File: src/nvmps_pkg.sv
// constants and types of the nvm protection, status and command block
package nvmps_pkg;
  // register byte offsets on the bus
  localparam logic [7:0] A_PROT = 8'h00;
  localparam logic [7:0] A_STAT = 8'h04;
  localparam logic [7:0] A_CMD  = 8'h08;
  localparam logic [7:0] A_ADDR = 8'h0C;
  localparam logic [7:0] A_CTRL = 8'h10;
  localparam logic [7:0] A_IST  = 8'h14;
  localparam logic [7:0] A_ICLR = 8'h18;
  localparam logic [7:0] A_IEN  = 8'h1C;
  localparam logic [7:0] A_SEC  = 8'h20;
  // status register bit positions
  localparam int B_CBE = 7;
  localparam int B_CCF = 6;
  localparam int B_PV  = 5;
  localparam int B_AE  = 4;
  localparam int B_BL  = 2;
  // control register bit positions
  localparam int C_DIV  = 0;
  localparam int C_STOP = 1;
  // interrupt status bit positions
  localparam int I_CC = 0;
  localparam int I_PV = 1;
  localparam int I_AE = 2;
  // command codes
  localparam logic [7:0] CMD_BLANK = 8'h05;
  localparam logic [7:0] CMD_BYTE  = 8'h20;
  localparam logic [7:0] CMD_BURST = 8'h25;
  localparam logic [7:0] CMD_SERA  = 8'h40;
  localparam logic [7:0] CMD_MASS  = 8'h41;
  localparam logic [7:0] CMD_ABORT = 8'h47;
  // protection field codes and limits
  localparam logic [4:0]  FPS_NONE  = 5'h1F;
  localparam logic [4:0]  FPS_A0    = 5'h17;
  localparam logic [4:0]  FPS_4K    = 5'h10;
  localparam logic [4:0]  FPS_2K    = 5'h0F;
  localparam logic [16:0] TOP_A     = 17'h1_0000;
  localparam logic [16:0] MID_A1    = 17'h0_8000;
  localparam logic [16:0] EE_LIM2   = 17'h0_3FF0;
  localparam logic [16:0] EE_LIM1   = 17'h0_3FE0;
  localparam logic [16:0] EE_LIM0   = 17'h0_3FC0;
  localparam logic [5:0]  FRANK_ALL = 6'h20;
  // command run length and security codes
  localparam logic [1:0] SEC_UNSEC = 2'b10;
  localparam logic [3:0] RUN_CYC   = 4'h8;
  // command engine states
  typedef enum logic {ST_IDLE = 1'b0, ST_RUN = 1'b1} nvmps_state_t;
endpackage

File: src/nvmps_top.sv
// protection, status and command register block of the nvm controller
//
// How it works
// - reset loads nonvolatile image into protection
// - protection readable; writes only grow protection
// - mass erase refused if anything protected
// - eeprom field protects top eeprom bytes
// - open bit clear means all flash protected
// - flash field protects array tops stepwise
// - buffer-empty: write one launches, clears flag
// - only burst program may be queued
// - complete flag follows idle engine, ignores writes
// - protected target: ignore, set violation flag
// - access error cases; write one clears
// - blank flag set on erased blank check
// - six legal command codes
// - other codes raise access error
// - erased flash or backdoor unsecures part
module nvmps_top
  import nvmps_pkg::*;
(
  // clock and reset
  input  wire logic        clk_i,
  input  wire logic        reset_i,
  // ahb-lite slave
  input  wire logic        hsel_i,
  input  wire logic [31:0] haddr_i,
  input  wire logic [1:0]  htrans_i,
  input  wire logic        hwrite_i,
  input  wire logic [2:0]  hsize_i,
  input  wire logic [31:0] hwdata_i,
  input  wire logic        hready_i,
  output logic      [31:0] hrdata_o,
  output logic             hreadyout_o,
  output logic             hresp_o,
  // nonvolatile images and array status
  input  wire logic [7:0]  nonvolatile_protection_image_i,
  input  wire logic [1:0]  nonvolatile_security_i,
  input  wire logic        array_blank_i,
  input  wire logic        backdoor_key_ok_i,
  // outputs
  output logic [1:0]       security_state_code_o,
  output logic             irq_o
);
  import nvmps_pkg::*;

  //////////////////////////////////////////////////////////////////////
  // registers
  logic [7:0]   protection_register; // eeprom, flash select, open
  logic [7:0]   command_register;    // latched command code
  logic [17:0]  target_addr;         // bit 17 picks eeprom
  logic         divider_ready;       // clock divider initialised
  logic         cbe;                 // command buffer empty
  logic         ccf;                 // command complete
  logic         pviol;               // protection violation
  logic         accerr;              // access error
  logic         blank;               // blank verified
  logic [2:0]   irq_stat;            // sticky events
  logic [2:0]   irq_en;              // event enables
  logic [1:0]   sec;                 // security state code
  nvmps_state_t state;               // engine state
  logic [3:0]   cnt;                 // cycles left on running command
  logic [7:0]   run_cmd;             // command in the array
  logic [17:0]  run_addr;            // its target
  logic         pend;                // a burst waits in the buffer
  logic [17:0]  pend_addr;           // waiting burst target
  // bus data phase
  logic         dp_wr;
  logic         dp_rd;
  logic [7:0]   dp_addr;

  //////////////////////////////////////////////////////////////////////
  // protection decode
  function automatic logic prot_hit(input logic [7:0] p, input logic [17:0] a);
    logic [4:0]  flash_protect_select;
    logic [4:0]  k;
    logic [16:0] lim;
    logic        hit;
    flash_protect_select = p[5:1];
    k   = 5'h00;
    lim = TOP_A;
    hit = 1'b0;
    if (a[17]) begin
      // eeprom: lower field value guards more of the top
      unique case (p[7:6])
        2'd2:    lim = EE_LIM2;
        2'd1:    lim = EE_LIM1;
        2'd0:    lim = EE_LIM0;
        default: lim = TOP_A;
      endcase
      hit = {3'b000, a[13:0]} >= lim;
    end else if (!p[0]) begin
      hit = 1'b1;
    end else if (flash_protect_select >= FPS_A0) begin
      // 8k steps down from the top of array 0
      k   = FPS_NONE - flash_protect_select;
      lim = TOP_A - {k[3:0], 13'h0000};
      hit = !a[16] && ({1'b0, a[15:0]} >= lim);
    end else if (flash_protect_select >= FPS_4K) begin
      // array 0 whole, array 1 in 4k steps
      k   = FPS_A0 - flash_protect_select;
      lim = TOP_A - {1'b0, k[3:0], 12'h000};
      hit = !a[16] || ({1'b0, a[15:0]} >= lim);
    end else begin
      // array 1 in 2k steps below its middle
      k   = FPS_2K - flash_protect_select;
      lim = MID_A1 - {2'b00, k[3:0], 11'h000};
      hit = !a[16] || ({1'b0, a[15:0]} >= lim);
    end
    return hit;
  endfunction

  // flash rank: larger means more protected
  function automatic logic [5:0] frank(input logic [7:0] p);
    return p[0] ? {1'b0, FPS_NONE - p[5:1]} : FRANK_ALL;
  endfunction

  // any eeprom or flash protection at all blocks mass erase
  logic any_prot;
  assign any_prot = (protection_register[7:6] != 2'd3) || !protection_register[0]
                    || (protection_register[5:1] != FPS_NONE);

  //////////////////////////////////////////////////////////////////////
  // ahb-lite slave: writes have no wait state, reads one
  always_ff @(posedge clk_i) begin
    if (reset_i) begin
      dp_wr       <= 1'b0;
      dp_rd       <= 1'b0;
      dp_addr     <= 8'h00;
      hreadyout_o <= 1'b1;
      hresp_o     <= 1'b0;
    end else begin
      hresp_o <= 1'b0; // always okay
      if (hready_i && hsel_i && htrans_i[1]) begin
        dp_wr       <= hwrite_i;
        dp_rd       <= !hwrite_i;
        dp_addr     <= haddr_i[7:0];
        hreadyout_o <= hwrite_i;
      end else begin
        dp_wr       <= 1'b0;
        dp_rd       <= 1'b0;
        hreadyout_o <= 1'b1;
      end
    end
  end

  logic wr;
  assign wr = dp_wr && hreadyout_o;

  // read data registered during the wait state
  always_ff @(posedge clk_i) begin
    if (reset_i) begin
      hrdata_o <= 32'h0000_0000;
    end else if (dp_rd && !hreadyout_o) begin
      unique case (dp_addr)
        A_PROT:  hrdata_o <= {24'h00_0000, protection_register};
        A_STAT:  hrdata_o <= {24'h00_0000, cbe, ccf, pviol, accerr,
                              1'b0, blank, 2'b00};
        A_CMD:   hrdata_o <= {24'h00_0000, command_register};
        A_ADDR:  hrdata_o <= {14'h0000, target_addr};
        A_CTRL:  hrdata_o <= {31'h0000_0000, divider_ready};
        A_IST:   hrdata_o <= {29'h0000_0000, irq_stat};
        A_IEN:   hrdata_o <= {29'h0000_0000, irq_en};
        A_SEC:   hrdata_o <= {30'h0000_0000, sec};
        default: hrdata_o <= 32'h0000_0000; // unmapped and clear reg
      endcase
    end
  end

  //////////////////////////////////////////////////////////////////////
  // protection register: image at reset, then grow-only
  logic [7:0] wp;
  assign wp = hwdata_i[7:0];
  always_ff @(posedge clk_i) begin
    if (reset_i) begin
      protection_register <= nonvolatile_protection_image_i;
    end else if (wr && dp_addr == A_PROT && wp[7:6] <= protection_register[7:6]
                 && frank(wp) >= frank(protection_register)) begin
      protection_register <= wp;
    end
  end

  // plain software registers
  always_ff @(posedge clk_i) begin
    if (reset_i) begin
      command_register <= 8'h00;
      target_addr      <= 18'h0_0000;
      divider_ready    <= 1'b0;
      irq_en           <= 3'b000;
    end else if (wr) begin
      if (dp_addr == A_CMD)  command_register <= hwdata_i[7:0];
      if (dp_addr == A_ADDR) target_addr      <= hwdata_i[17:0];
      if (dp_addr == A_CTRL) divider_ready    <= hwdata_i[C_DIV];
      if (dp_addr == A_IEN)  irq_en           <= hwdata_i[2:0];
    end
  end

  //////////////////////////////////////////////////////////////////////
  // launch decode
  logic launch;   // write of one to the empty flag
  logic legal;    // code is one of six
  logic progera;  // program, erase or abort code
  logic busy_ok;  // queueing allowed now
  logic seq_err;  // sequence or divider fault
  logic prot_err; // target protected
  logic go;       // command accepted
  logic stop_hit; // stop entered with work in flight
  always_comb begin
    launch  = wr && dp_addr == A_STAT && hwdata_i[B_CBE] && cbe;
    legal   = command_register inside {CMD_BLANK, CMD_BYTE, CMD_BURST,
                                       CMD_SERA, CMD_MASS, CMD_ABORT};
    progera = legal && command_register != CMD_BLANK;
    busy_ok = state == ST_IDLE
              || (command_register == CMD_BURST && run_cmd == CMD_BURST);
    seq_err = !legal || (progera && !divider_ready) || !busy_ok
              || pviol || accerr;
    prot_err = progera && command_register != CMD_ABORT
               && (command_register == CMD_MASS ? any_prot
                   : prot_hit(protection_register, target_addr));
    go       = launch && !seq_err && !prot_err;
    stop_hit = wr && dp_addr == A_CTRL && hwdata_i[C_STOP]
               && (state == ST_RUN || pend);
  end

  //////////////////////////////////////////////////////////////////////
  // command engine with one burst buffer slot
  logic done;
  assign done = state == ST_RUN && cnt == 4'h1;
  always_ff @(posedge clk_i) begin
    if (reset_i) begin
      state     <= ST_IDLE;
      cnt       <= 4'h0;
      run_cmd   <= 8'h00;
      run_addr  <= 18'h0_0000;
      pend      <= 1'b0;
      pend_addr <= 18'h0_0000;
      cbe       <= 1'b1;
    end else if (stop_hit) begin
      // stop cancels everything in flight
      state <= ST_IDLE;
      pend  <= 1'b0;
      cbe   <= 1'b1;
    end else if (go && state == ST_IDLE) begin
      state    <= ST_RUN;
      cnt      <= RUN_CYC;
      run_cmd  <= command_register;
      run_addr <= target_addr;
      cbe      <= 1'b0;
    end else if (go) begin
      pend      <= 1'b1;
      pend_addr <= target_addr;
      cbe       <= 1'b0;
    end else if (done && pend) begin
      cnt      <= RUN_CYC;
      run_addr <= pend_addr;
      pend     <= 1'b0;
      cbe      <= 1'b1;
    end else if (done) begin
      state <= ST_IDLE;
      cbe   <= 1'b1;
    end else begin
      if (state == ST_RUN) cnt <= cnt - 4'h1;
      // a burst leaves the buffer as it enters the array
      if (state == ST_RUN && run_cmd == CMD_BURST && !pend && !cbe)
        cbe <= 1'b1;
    end
  end

  //////////////////////////////////////////////////////////////////////
  // status flags; set beats clear
  logic done_last; // completion of the final command
  assign done_last = done && !pend && !stop_hit && !go; // a burst queued now keeps it busy
  always_ff @(posedge clk_i) begin
    if (reset_i) begin
      ccf    <= 1'b1;
      pviol  <= 1'b0;
      accerr <= 1'b0;
      blank  <= 1'b0;
    end else begin
      if (go) ccf <= 1'b0;
      else if (done_last || stop_hit) ccf <= 1'b1;
      if (launch && !seq_err && prot_err) pviol <= 1'b1;
      else if (wr && dp_addr == A_STAT && hwdata_i[B_PV]) pviol <= 1'b0;
      if ((launch && seq_err) || stop_hit) accerr <= 1'b1;
      else if (wr && dp_addr == A_STAT && hwdata_i[B_AE]) accerr <= 1'b0;
      if (done_last && run_cmd == CMD_BLANK && array_blank_i) blank <= 1'b1;
      else if (go) blank <= 1'b0;
    end
  end

  // security state
  always_ff @(posedge clk_i) begin
    if (reset_i) begin
      sec <= nonvolatile_security_i;
    end else if (backdoor_key_ok_i || (done_last && run_cmd == CMD_BLANK
                 && !run_addr[17] && array_blank_i)) begin
      sec <= SEC_UNSEC;
    end
  end
  assign security_state_code_o = sec;

  //////////////////////////////////////////////////////////////////////
  // interrupts: sticky events, write-one clear
  logic [2:0] ev;
  assign ev = {(launch && seq_err) || stop_hit,
               launch && !seq_err && prot_err, done_last};
  always_ff @(posedge clk_i) begin
    if (reset_i) begin
      irq_stat <= 3'b000;
      irq_o    <= 1'b0;
    end else begin
      irq_stat <= (irq_stat & ~((wr && dp_addr == A_ICLR) ? hwdata_i[2:0]
                                : 3'b000)) | ev;
      irq_o    <= |(irq_stat & irq_en);
    end
  end
endmodule // nvmps_top

File: config.mk
export PLATFORM = sky130hd
export DESIGN_NAME = nvmps_top
export DESIGN_NICKNAME = d
export VERILOG_FILES = /design/src/nvmps_pkg.sv /design/src/nvmps_top.sv
export SDC_FILE = /design/constraint.sdc
export NUM_CORES = 1
export LEC_CHECK = 0
export BUFFER_PORTS_ARGS = -buffer_cell sky130_fd_sc_hd__buf_2
export CORE_UTILIZATION = 44
export DETAILED_ROUTE_END_ITERATION = 10
export PLACE_DENSITY = 0.72
export REMOVE_ABC_BUFFERS = 1
export SLEW_MARGIN = 15
export SYNTH_ARGS = -nofsm -noshare
export SYNTH_HDL_FRONTEND = slang
export SYNTH_SLANG_ARGS = --single-unit
File: constraint.sdc
create_clock -name clk_i -period 3.8 [get_ports clk_i]
set_input_delay 0.38 -clock clk_i [delete_from_list [all_inputs] [get_ports clk_i]]
set_output_delay 0.38 -clock clk_i [all_outputs]
set_load 0.01 [all_outputs]
# [Word level (Yosys, flattened, before mapping)]
# Cells that the tools add are included.
[classes] mux=42 n_shift=0 addsub=8 bitwise=8 n_lt_le_gt_ge=8 n_mul=0 n_reduce_logical=93 div_mod_pow=0 n_eq_ne=26
[ops] operator="$pmux 18 s8" count=1
[ops] operator="$mux 18" count=3
[ops] operator="$ge 16x17->1" count=3
[ops] operator="$pmux 17 s3" count=1
[ops] operator="$logic_and 1x1->1" count=39
[ops] operator="$eq 8x5->1 const B" count=4
[ops] operator="$eq 8x6->1 const B" count=4
[ops] operator="$eq 8x3->1 const B" count=3
[ops] operator="$eq 8x7->1 const B" count=3
[ops] operator="$mux 1" count=24
[ops] operator="$mux 4" count=5
[ops] operator="$reduce_bool 2->1" count=9
[ops] operator="$ge 14x17->1" count=1
[ops] operator="$mux 17" count=1
[ops] operator="$sub 16x15->17 const A" count=1
[ops] operator="$sub 17x16->17 const A" count=1
[ops] operator="$sub 17x17->17 const A" count=1
[ops] operator="$eq 8x4->1 const B" count=2
[ops] operator="$mux 8" count=2
[ops] operator="$logic_not 1->1" count=14
[ops] operator="$logic_or 1x1->1" count=13
[ops] operator="$mux 6" count=2
[ops] operator="$reduce_and 2->1" count=6
[ops] operator="$ge 5x5->1 const B" count=2
[ops] operator="30 further kinds" count=40
[word_totals] elab_cells=209 out_inout_bits=37 mem_count=0 latchBits=0 rom_bits=0 input_bits=86 ram_bits=0 reg_bits=142

# [Logic depth before layout (Yosys ltp)]
# Gate-level depths: netlist (run 1).
[depth] ltp_word=20 ltp_mapped=13 ltp_nobuf=12

# [Worst setup path before layout (run 1)]
# Ideal clock, no wire load.
[synth_timing] path_type="register to register" from="register protection_register[1]" to="register cnt[2]" arrival_ns=3.095 path_stages_with_launch=13 path_buffers=0 setup_time_ns=0.070 required_ns=3.730 synth_period_minus_slack_ns=3.165 path_slack_ns=0.635 path_cell_list="edfxtp_1 ha_1 inv_1 ha_1 and3b_1 and4_1 o311ai_1 a21oi_1 or2_0 o32ai_2 mux2_2 or3_1 a21oi_1"
[synth_via] elab_chain_cells=15 word_cells_on_any_way=30 cone_classes="6 x add/sub; 5 x order compare; 3 x eq/ne; 6 x mux; 10 x reduce/logical"
[synth_lines] element="start: declaration" line_no="nvmps_top.sv:49" rtl="logic [7:0] protection_register;"
[synth_lines] element="start signal: assignment" line_no="nvmps_top.sv:176" rtl="protection_register <= nonvolatile_protection_image_i;"
[synth_lines] element="start signal: assignment" line_no="nvmps_top.sv:179" rtl="protection_register <= wp;"
[synth_lines] element="$sub 3x4->4 / $sub 4x4->4 (equally long branches)" line_no="nvmps_top.sv:101, nvmps_top.sv:96, nvmps_top.sv:106"
[synth_lines] element="$sub 17x16->17 / $sub 16x15->17 (equally long branches)" line_no="nvmps_top.sv:102, nvmps_top.sv:107"
[synth_lines] element="$ge 16x17->1 (on tied branches)" line_no="nvmps_top.sv:103, nvmps_top.sv:108"
[synth_lines] element="$logic_or 1x1->1 (on tied branches)" line_no="nvmps_top.sv:103, nvmps_top.sv:108"
[synth_lines] element="$mux 1" line_no="nvmps_top.sv:99" rtl="end else if (flash_protect_select >= FPS_4K) begin"
[synth_lines] element="$mux 1" line_no="nvmps_top.sv:94" rtl="end else if (flash_protect_select >= FPS_A0) begin"
[synth_lines] element="$mux 1" line_no="nvmps_top.sv:92" rtl="end else if (!p[0]) begin"
[synth_lines] element="$mux 1" line_no="nvmps_top.sv:83" rtl="if (a[17]) begin"
[synth_lines] element="$mux 1 (*)" line_no="nvmps_top.sv:218" rtl="&& (command_register == CMD_MASS ? any_prot"
[synth_lines] element="$logic_and 1x1->1 (*)" line_no="nvmps_top.sv:218"
[synth_lines] element="$logic_not 1->1 (*)" line_no="nvmps_top.sv:220" rtl="go = launch && !seq_err && !prot_err;"
[synth_lines] element="$logic_and 1x1->1 (*)" line_no="nvmps_top.sv:220"
[synth_lines] element="$logic_and 1x1->1" line_no="nvmps_top.sv:243" rtl="end else if (go && state == ST_IDLE) begin"
[synth_lines] element="$ne 3x1->1 (no source line), or another cell as far along"
[synth_lines] element="$reduce_and 4->1 (no source line)"
[synth_lines] element="end signal: assignment" line_no="nvmps_top.sv:262" rtl="if (state == ST_RUN) cnt <= cnt - 4'h1;"
[synth_lines] element="end: declaration" line_no="nvmps_top.sv:62" rtl="logic [3:0] cnt;"
# Mark *: on every way between the ends. The rest lies on a longest branch, timed or not.
# A chain may end at the register's enable or synchronous reset.

# [Final worst setup path (run 1)]
[layout_timing] from="register target_addr[7]" to="register sec[0] (netlist: security_state_code_o[0]) (enable)"
[layout_via] elab_chain_cells=17 word_cells_on_any_way=22 cone_classes="4 x order compare; 5 x mux; 13 x reduce/logical"
[layout_lines] element="start: declaration" line_no="nvmps_top.sv:51" rtl="logic [17:0] target_addr;"
[layout_lines] element="start signal: assignment" line_no="nvmps_top.sv:192" rtl="if (dp_addr == A_ADDR) target_addr <= hwdata_i[17:0];"
[layout_lines] element="$ge 16x17->1 (on tied branches)" line_no="nvmps_top.sv:108, nvmps_top.sv:103"
[layout_lines] element="$logic_or 1x1->1 (on tied branches)" line_no="nvmps_top.sv:108, nvmps_top.sv:103"
[layout_lines] element="$mux 1" line_no="nvmps_top.sv:99"
[layout_lines] element="$mux 1" line_no="nvmps_top.sv:94"
[layout_lines] element="$mux 1" line_no="nvmps_top.sv:92"
[layout_lines] element="$mux 1 (*)" line_no="nvmps_top.sv:83"
[layout_lines] element="$mux 1 (*)" line_no="nvmps_top.sv:218"
[layout_lines] element="$logic_and 1x1->1 (*)" line_no="nvmps_top.sv:218"
[layout_lines] element="$logic_not 1->1 (*)" line_no="nvmps_top.sv:220"
[layout_lines] element="$logic_and 1x1->1 (*)" line_no="nvmps_top.sv:220"
[layout_lines] element="$logic_not 1->1 (*)" line_no="nvmps_top.sv:272" rtl="assign done_last = done && !pend && !stop_hit && !go;"
[layout_lines] element="$logic_and 1x1->1 (*)" line_no="nvmps_top.sv:272"
[layout_lines] element="$logic_and 1x1->1 (*)" line_no="nvmps_top.sv:295" rtl="end else if (backdoor_key_ok_i || (done_last && run_cmd == CMD_BLANK"
[layout_lines] element="$logic_and 1x1->1 (*) (2 in series)" line_no="nvmps_top.sv:296" rtl="&& !run_addr[17] && array_blank_i)) begin"
[layout_lines] element="$logic_or 1x1->1 (*)" line_no="nvmps_top.sv:295"
[layout_lines] element="$reduce_bool 2->1 (no source line) (*)"
[layout_lines] element="end signal: assignment" line_no="nvmps_top.sv:294" rtl="sec <= nonvolatile_security_i;"
[layout_lines] element="end: declaration" line_no="nvmps_top.sv:60" rtl="logic [1:0] sec;"
# Marked as above.

==> results, run 1 <==
- The run finished with clean final reports.
- The core area is 11400 sq um.
- The achievable frequency is 278 MHz.
- Along the worst hold path, the cell count comes to 2.
- The TritonCTS clock tree is yes.
- The count of input and output buffers is 65.
- By area the synthesized netlist is led by sky130_fd_sc_hd__dfxtp_1, sky130_fd_sc_hd__ha_1, sky130_fd_sc_hd__nand2_1.
- The maximum fanout along the worst path is 14.
- The die span in y is 110 um.
- In this run, synthesis produced a sequential element count of 94.
- The initial antenna violation count was 0.
- Of the post-synthesis cell area, the dominant cell type holds 0.325.
- In this run, CTS created clock tree buffers numbering 9.
- The final critical-path required period is approximately 3.6 ns.
- In this run, synthesis inferred 10 flip-flops with an integrated enable.
- In this run the most critical hold path is launched from hwrite_i.
- Measured on the finished design, the core utilization comes to 0.514.
- The worst reg-to-reg setup slack is between 0.15 and 0.2 ns.
- The detailed placement HPWL is about 9600 um.
- The number of failing hold endpoints at the final stage is 0.
- In the final design database the tool counted 817 nets.
- Clock tree synthesis selected as its root buffer the cell sky130_fd_sc_hd__clkbuf_16.
- The last weighted congestion value of the routability-driven placer is roughly 0.88.
- The setup TNS is 0 ns.
- The largest vdd supply drop is 0.318 mV.
- The total of warnings raised by yosys is 0.
- The max-capacitance violation count is 0.
- The total leakage power is 0.00233 uW.
- The number of cells on the worst reg-to-reg path is 10.
- The maximum number of pins on one net before global-route repair is 58.
- Counting every sink on the clock net gives between 90 and 100.
- The sequential area share after synthesis is 0.383.
- In this run the critical register-to-register path is launched from target_addr[7].
- Summed over all layers, the global routing overflow is 0.
- The post-detailed-route count of antenna-violating nets is 0.
- Compared with the post-synthesis result, the final layout area differs by 13.3%.
- The synthesized cell area is 5180 sq um.
- For this block, the via count after detailed routing is 4739.
- Of the cells placed in the final design, the portion with a size suffix greater than 1 is 0.150.
- The clock-pin slew on the worst setup and hold paths is around 0.07 ns.
- After detailed routing, the average wire length per cell comes to about 16 um.
- In the synthesized netlist the dominant register cell turns out to be sky130_fd_sc_hd__dfxtp_1.
- The worst hold path terminates at dp_rd.
- The initial detailed-routing violation count is 385.
- The number of optimization iterations in the first detailed-route pass is 5.
- Synthesis handed over a netlist of 643 instances.
- The async set or reset register ratio after synthesis is 0.
- The classification of the worst-slack hold path is in2reg.
- The cell with the most instances after synthesis is sky130_fd_sc_hd__nand2_1.
- The largest total area in the synthesized netlist belongs to sky130_fd_sc_hd__dfxtp_1.
- The number of antenna diodes in the final layout is 0.
- After detailed placement, the design holds a cell count of 828.
- The worst-skew pair later-pin latency is 0.35 ns.
- The worst register-to-register path ends at security_state_code_o[0].
- The relative slew slack is 0.387.
- The number of global-route vias before repair was 4317.
- The number of placement rows is 39.
- The count of pins on the block boundary is 123.
- STA classifies the critical path endpoint as a register.
- The count of hold-fix buffers inserted at cts is 0.
- The commonest cells after synthesis are sky130_fd_sc_hd__nand2_1, sky130_fd_sc_hd__dfxtp_1, sky130_fd_sc_hd__a21oi_1.
- Using the TritonRoute via totals, the vias-per-cell ratio works out to 5.61.
- The power density over the cells is 358 nW/um^2.
- In this run the mean area of a mapped cell was 8.05 sq um.
- The slew at the pin with the worst max-slew slack is 0.918 ns.
- The area of the die is 12200 sq um.
- Setup repair after global routing left no endpoint under its margin.
- The H-tree was split into 3 levels.
- The die extent in x is 110 um.
- The routed wire length is 13200 um.
- The total of endpoints with negative setup slack in the final report is 0.
- The clock skew after layout is 0.00700 ns.
- The data arrival time of the critical path is 3.66 ns.
- The count of final max-slew check failures is 0.
- In this run, distinct cell masters in the synthesized netlist total 68.
- For this run, design rule violations remaining after detail routing come to 0.
- The share of the cycle needed by the critical path after routing is 0.948.
- The global-route wire length before repair is 21200 um.
- The largest buffer count on any clock path is 2.
- The non-filler instance count after layout is 844.
- STA puts the critical path data required time at 3.86 ns.
- The global-route total usage across every layer is 0.216.
- The initial cell density of the core is 0.453.
- The element type at the critical path start is a register.
- The type of the setup path with the least slack is reg2reg.
==> cell type report <==
class	instances	area, sq um
tap	143	179
sequential	94	1980
fill	1135	5550
clock buffer	9	225
timing repair buffer	76	420
inverter	31	116
multi-input combinational	484	2890
clock inverter	7	53.8
==> state kept, by name, indices dropped and copies added (netlist names), 2 cells and up <==
signal / cells
cnt: 4
irq_en: 3
dp_addr: 8
protection_register: 8
security_state_code_o: 2
command_register: 8
irq_stat: 3
run_cmd: 8
target_addr: 18
hrdata_o: 18
==> cells in the final DEF (no fill, tap or decap), drive strengths merged, types with 8 or more instances in the layout <==
cell type,count
nand2,115
dfxtp,84
buf,76
a21oi,72
nor2,42
ha,35
inv,35
nand3,34
o21ai,27
conb,15
nor3,13
edfxtp,10
nand2b,9
a222oi,9
clkbuf,9
nor2b,8
==> metal layers <==
metal / GRT usage / vias to the layer above / wire, um / share of wire
met5: 0 / - / 0 / 0
met4: 0.0898 / 0 / 380 / 0.029
met3: 0.0494 / 36 / 702 / 0.053
met2: 0.352 / 158 / 6210 / 0.47
met1: 0.274 / 2185 / 5950 / 0.45
li1: - / 2360 / - / -
==> power by group <==
group | switching [uW] | total, uW | internal, uW
logic | 120 | 202 | 81.9
clock network | 415 | 868 | 453
registers | 15.0 | 1030 | 1010
total | 550 | 2100 | 1550
==> worst max-delay path, stage by stage (launching register included) <==
cell and delay (ns):
sky130_fd_sc_hd__dfxtp_1 0.37, sky130_fd_sc_hd__nor4_1 0.52, sky130_fd_sc_hd__nand3_1 0.20, sky130_fd_sc_hd__o41ai_1 0.35, sky130_fd_sc_hd__nand2_1 0.09, sky130_fd_sc_hd__nor3_1 0.38, sky130_fd_sc_hd__o32ai_2 0.20, sky130_fd_sc_hd__buf_4 0.22
sky130_fd_sc_hd__or3_1 0.36, sky130_fd_sc_hd__or4_4 0.45, sky130_fd_sc_hd__o21ai_2 0.16
==> logic make-up (layout without fill, tap and decap cells) <==
kind of cell,count (synthesis),count (layout),share of synthesized area
AO/OA/AOI/OAI,147,147,0.178
AND/OR/NAND/NOR,269,269,0.249
adder cells (fa/ha/maj),35,35,0.0846
other,1,15,0.000724
multiplexers,10,10,0.0203
XOR/XNOR,8,8,0.0135
flip-flops,94,94,0.383
buffers and inverters,79,123,0.0706
==> metrics by stage <==
step	hold WS, ns	instance area (sq um)	setup WS [ns]	total power (uW)
final	0.204	5870	0.197	2100
after floorplan	0.421	4980	0.320	1160
after detailed placement	0.443	5580	0.193	1250
after global routing	0.202	5870	0.0853	2180
after global placement	0.434	5580	0.279	1240
after CTS	0.202	5860	0.162	2120
==> how the worst max path moves through the flow <==
stage	endpoint	slack, ns	start
after floorplan	cnt[2]	0.32	protection_register[1]
after global placement	security_state_code_o[0]	0.28	protection_register[6]
after detailed placement	security_state_code_o[0]	0.19	protection_register[7]
after CTS	security_state_code_o[0]	0.16	protection_register[6]
after global routing	security_state_code_o[0]	0.09	target_addr[0]
final	security_state_code_o[0]	0.20	target_addr[7]
==> repair_timing <==
item | 4_1_cts | 5_1_grt
setup endpoints to repair | 0 | 2
buffers inserted | 0 | 0
gates resized for setup | 0 | 1
No activity file was read; power rests on OpenSTA's default activity.
==> run 2: changes to the inputs <==
==> constraint.sdc (replaced) <==
create_clock -name clk_i -period 3.8 [get_ports clk_i]
set_input_delay 0.19 -clock clk_i [delete_from_list [all_inputs] [get_ports clk_i]]
set_output_delay 0.19 -clock clk_i [all_outputs]
set_load 0.01 [all_outputs]
==> run 2 against run 1 <==
  * First-iteration DRC count shrank 1.3%
  * Power grew 0.96%
  * Clock power grew 2.4%
  * Clock skew shrank 0.0015 ns
  * Global-route usage grew 0.33 points
  * Fmax grew 1.4%
  * Critical path type unchanged
  * Largest cell class unchanged
==> results, run 2 (synthesized netlist as in run 1, its figures left out) <==
- The flow ran to the end, and the final reports show no timing, DRC or antenna violations.
- The share of total power dissipated in combinational logic is 0.095.
- The origin of the worst min-delay path is hwrite_i.
- The global-route wire length before repair is 21600 um.
- The first detailed-routing pass took 7 iterations.
- The number of antenna diodes in the final layout is 0.
- The post-synthesis to final-layout area growth is 13.3%.
- The slew at the pin with the worst max-slew slack is 0.924 ns.
- In this run the critical register-to-register path is captured at security_state_code_o[1].
- Dividing the detail-routed wire length by the instance count gives between 15 and 20 um.
- Clock skew on the completed layout was measured at between 0.005 and 0.006 ns.
- The initial antenna violation count is 0.
- The total area inside the core boundary comes to 11400 sq um.
- Setup repair after global routing left no endpoint under its margin.
- The initial cell density of the core is 0.453.
- The library cells used most frequently in the layout, excluding fill and tap cells, are sky130_fd_sc_hd__nand2_1, sky130_fd_sc_hd__dfxtp_1, sky130_fd_sc_hd__a21oi_1, sky130_fd_sc_hd__buf_2, sky130_fd_sc_hd__nor2_1.
- The smallest clock period supported by the final layout is computed as approximately 3.6 ns.
- Buffers inserted to repair hold after CTS numbered 0.
- Tracing the worst setup path back leads to its startpoint at target_addr[7].
- In this run the power spent charging and discharging nets is 519 uW.
- 123 I/O pins were placed.
- The area of the die is between 10000 and 15000 sq um.
- Adding up every negative setup slack in the final design gives 0 ns.
- The number of vias per cell is 5.62.
- After the last flow step, the layout net total stands at between 800 and 900.
- The die span in y is between 100 and 150 um.
- In this run the static leakage power is around 0.0023 uW.
- The data arrival time of the critical path is 3.60 ns.
- The endpoint of the most critical setup path is security_state_code_o[1].
- For this block, the via count after detailed routing is 4747.
- The overall overflow remaining after global route is 0.
- The relative slew slack is 0.384.
- The setup path with the least slack is of type reg2reg.
- In this run the register-to-register setup slack is 0.25 ns.
- The maximum number of pins on one net before global-route repair is between 40 and 50.
- The max-capacitance violation count is 0.
- After routing the design area is 5860 sq um.
- The tightest min-delay check is of the in2reg type.
- The remaining design rule violation count is 0.
- The number of failing hold endpoints at the final stage came to 0.
- The post-CTS resize count is 0.
- In this run the critical register-to-register path is launched from target_addr[7].
- The capturing element type of the critical path is a register.
- The clock-pin slew on the worst setup and hold paths is about 0.070 ns.
- The worst setup path is launched from a register.
- Of the total power, the share spent switching nets is 0.245.
- Of all nets on the critical path, the largest fanout is 14.
- The global-route total usage across every layer is 0.219.
- The share of total power dissipated in sequential elements is 0.486.
- Leaving out fill and tap cells, the most frequent cell in the layout is sky130_fd_sc_hd__nand2_1.
- The number of global-route vias before repair is 4410.
- TritonCTS built the clock tree.
- The count of nets left with antenna violations once routing finished came out at 0.
- The share of total power dissipated in the clock network is 0.420.
- The floorplan has 39 rows.
- The clock passes through at most 2 buffers.
- The die is 110 um wide.
- Input and output buffers added on the ports amount to 65.
- The layout has 1100 filler cells.
- The detailed placement HPWL is 9690 um.
- The number of cells on the worst reg-to-reg path is 10.
- The share of the cycle needed by the critical path after routing is 0.935.
- The achievable frequency is around 280 MHz.
- The buffer cell driving the clock tree root is sky130_fd_sc_hd__clkbuf_16.
- The placement-stage cell area is 5570 sq um.
- Dividing total power by cell area gives a power density of about 360 nW/um^2.
- At the worst endpoint, the required time is 3.85 ns.
- The tree built by TritonCTS fans out to 94 sinks.
- The count of final max-slew check failures is 0.
- Summed over all layers, the routed wires come to approximately 13000 um.
- The cell depth of the worst hold path is 2.
- The total internal power is between 1500 and 2000 uW.
- The H-tree generated during clock tree synthesis spans 3 levels.
- In the final layout, the registers with the most flip-flops are hrdata_o: 18 flops, target_addr: 18 flops.
- The number of CTS-inserted buffers is 9.
- The detailed router finished its first iteration with 380 violations.
- The number of buffers added for setup after CTS is 0.
- The worst-skew pair later-pin latency is 0.35 ns.
- Setup violations remaining at the end of the flow were counted as 0.
- Of the cells placed in the final design, the portion with a size suffix greater than 1 is 0.148.
- The last weighted congestion value of the routability-driven placer is 0.890.
- The worst-case IR drop observed on VDD is 0.260 mV.
==> run 2: cell types whose count changed in the layout (fill, tap and decap cells not counted), sizes merged <==
| cell | before | now |
|---|---|---|
| clkinv | 3 | 6 |
| inv | 35 | 30 |
| bufinv | 0 | 1 |
| clkinvlp | 0 | 1 |
==> run 2: per-layer routing <==
layer | wire length, um | part of all wire | vias up | GRT usage
met3 | 770 | 0.059 | 26 | 0.0516
met5 | 0 | 0 | - | 0
met1 | 5850 | 0.45 | 2216 | 0.280
met4 | 334 | 0.026 | 0 | 0.0818
met2 | 6120 | 0.47 | 152 | 0.358
li1 | - | - | 2353 | -
==> run 2: worst max-delay path, cell delays in order (launching register included) <==
cell,delay (ns)
sky130_fd_sc_hd__dfxtp_1,0.35
sky130_fd_sc_hd__nor4_1,0.52
sky130_fd_sc_hd__nand3_1,0.21
sky130_fd_sc_hd__o41ai_1,0.36
sky130_fd_sc_hd__nand2_1,0.09
sky130_fd_sc_hd__nor3_1,0.34
sky130_fd_sc_hd__o32ai_2,0.19
sky130_fd_sc_hd__buf_4,0.21
sky130_fd_sc_hd__or3_1,0.34
sky130_fd_sc_hd__or4_4,0.45
sky130_fd_sc_hd__o21ai_2,0.18
==> run 2: worst min path at each step <==
stage	to	slack (ns)
after floorplan	blank	0.25
after global placement	dp_rd	0.38
after detailed placement	dp_rd	0.39
after CTS	dp_rd	0.02
after global routing	dp_rd	0.02
final	dp_rd	0.03
==> run 2: cell type report <==
type | instances | area [sq um] | area share
inverter | 31 | 116 | 0.0198
timing repair buffer | 76 | 408 | 0.0696
multi-input combinational | 484 | 2890 | 0.493
sequential | 94 | 1980 | 0.338
clock buffer | 9 | 225 | 0.0384
tap | 143 | 179 | 0.0305
clock inverter | 7 | 65.1 | 0.0111
==> run 2: metrics by stage <==
step / hold WS (ns) / worst slack, ns / instances / power [uW] / utilization
2_1_floorplan: 0.252 / 0.320 / 609 / 1160 / -
5_1_grt: 0.0176 / 0.104 / 844 / 2200 / 0.514
3_3_place_gp: 0.379 / 0.287 / 828 / 1240 / 0.488
4_1_cts: 0.0243 / 0.178 / 844 / 2130 / 0.513
6_report: 0.0316 / 0.247 / 844 / 2120 / 0.514
3_5_place_dp: 0.392 / 0.191 / 828 / 1250 / 0.488
==> run 2: power by group through the flow <==
stage                     registers, uW  logic, uW  clock network [uW]
after global routing               1030        225                 945
after global placement             1050        191                   0
after CTS                          1030        200                 901
final                              1030        201                 889
after floorplan                    1050        112                   0
after detailed placement           1050        198                   0
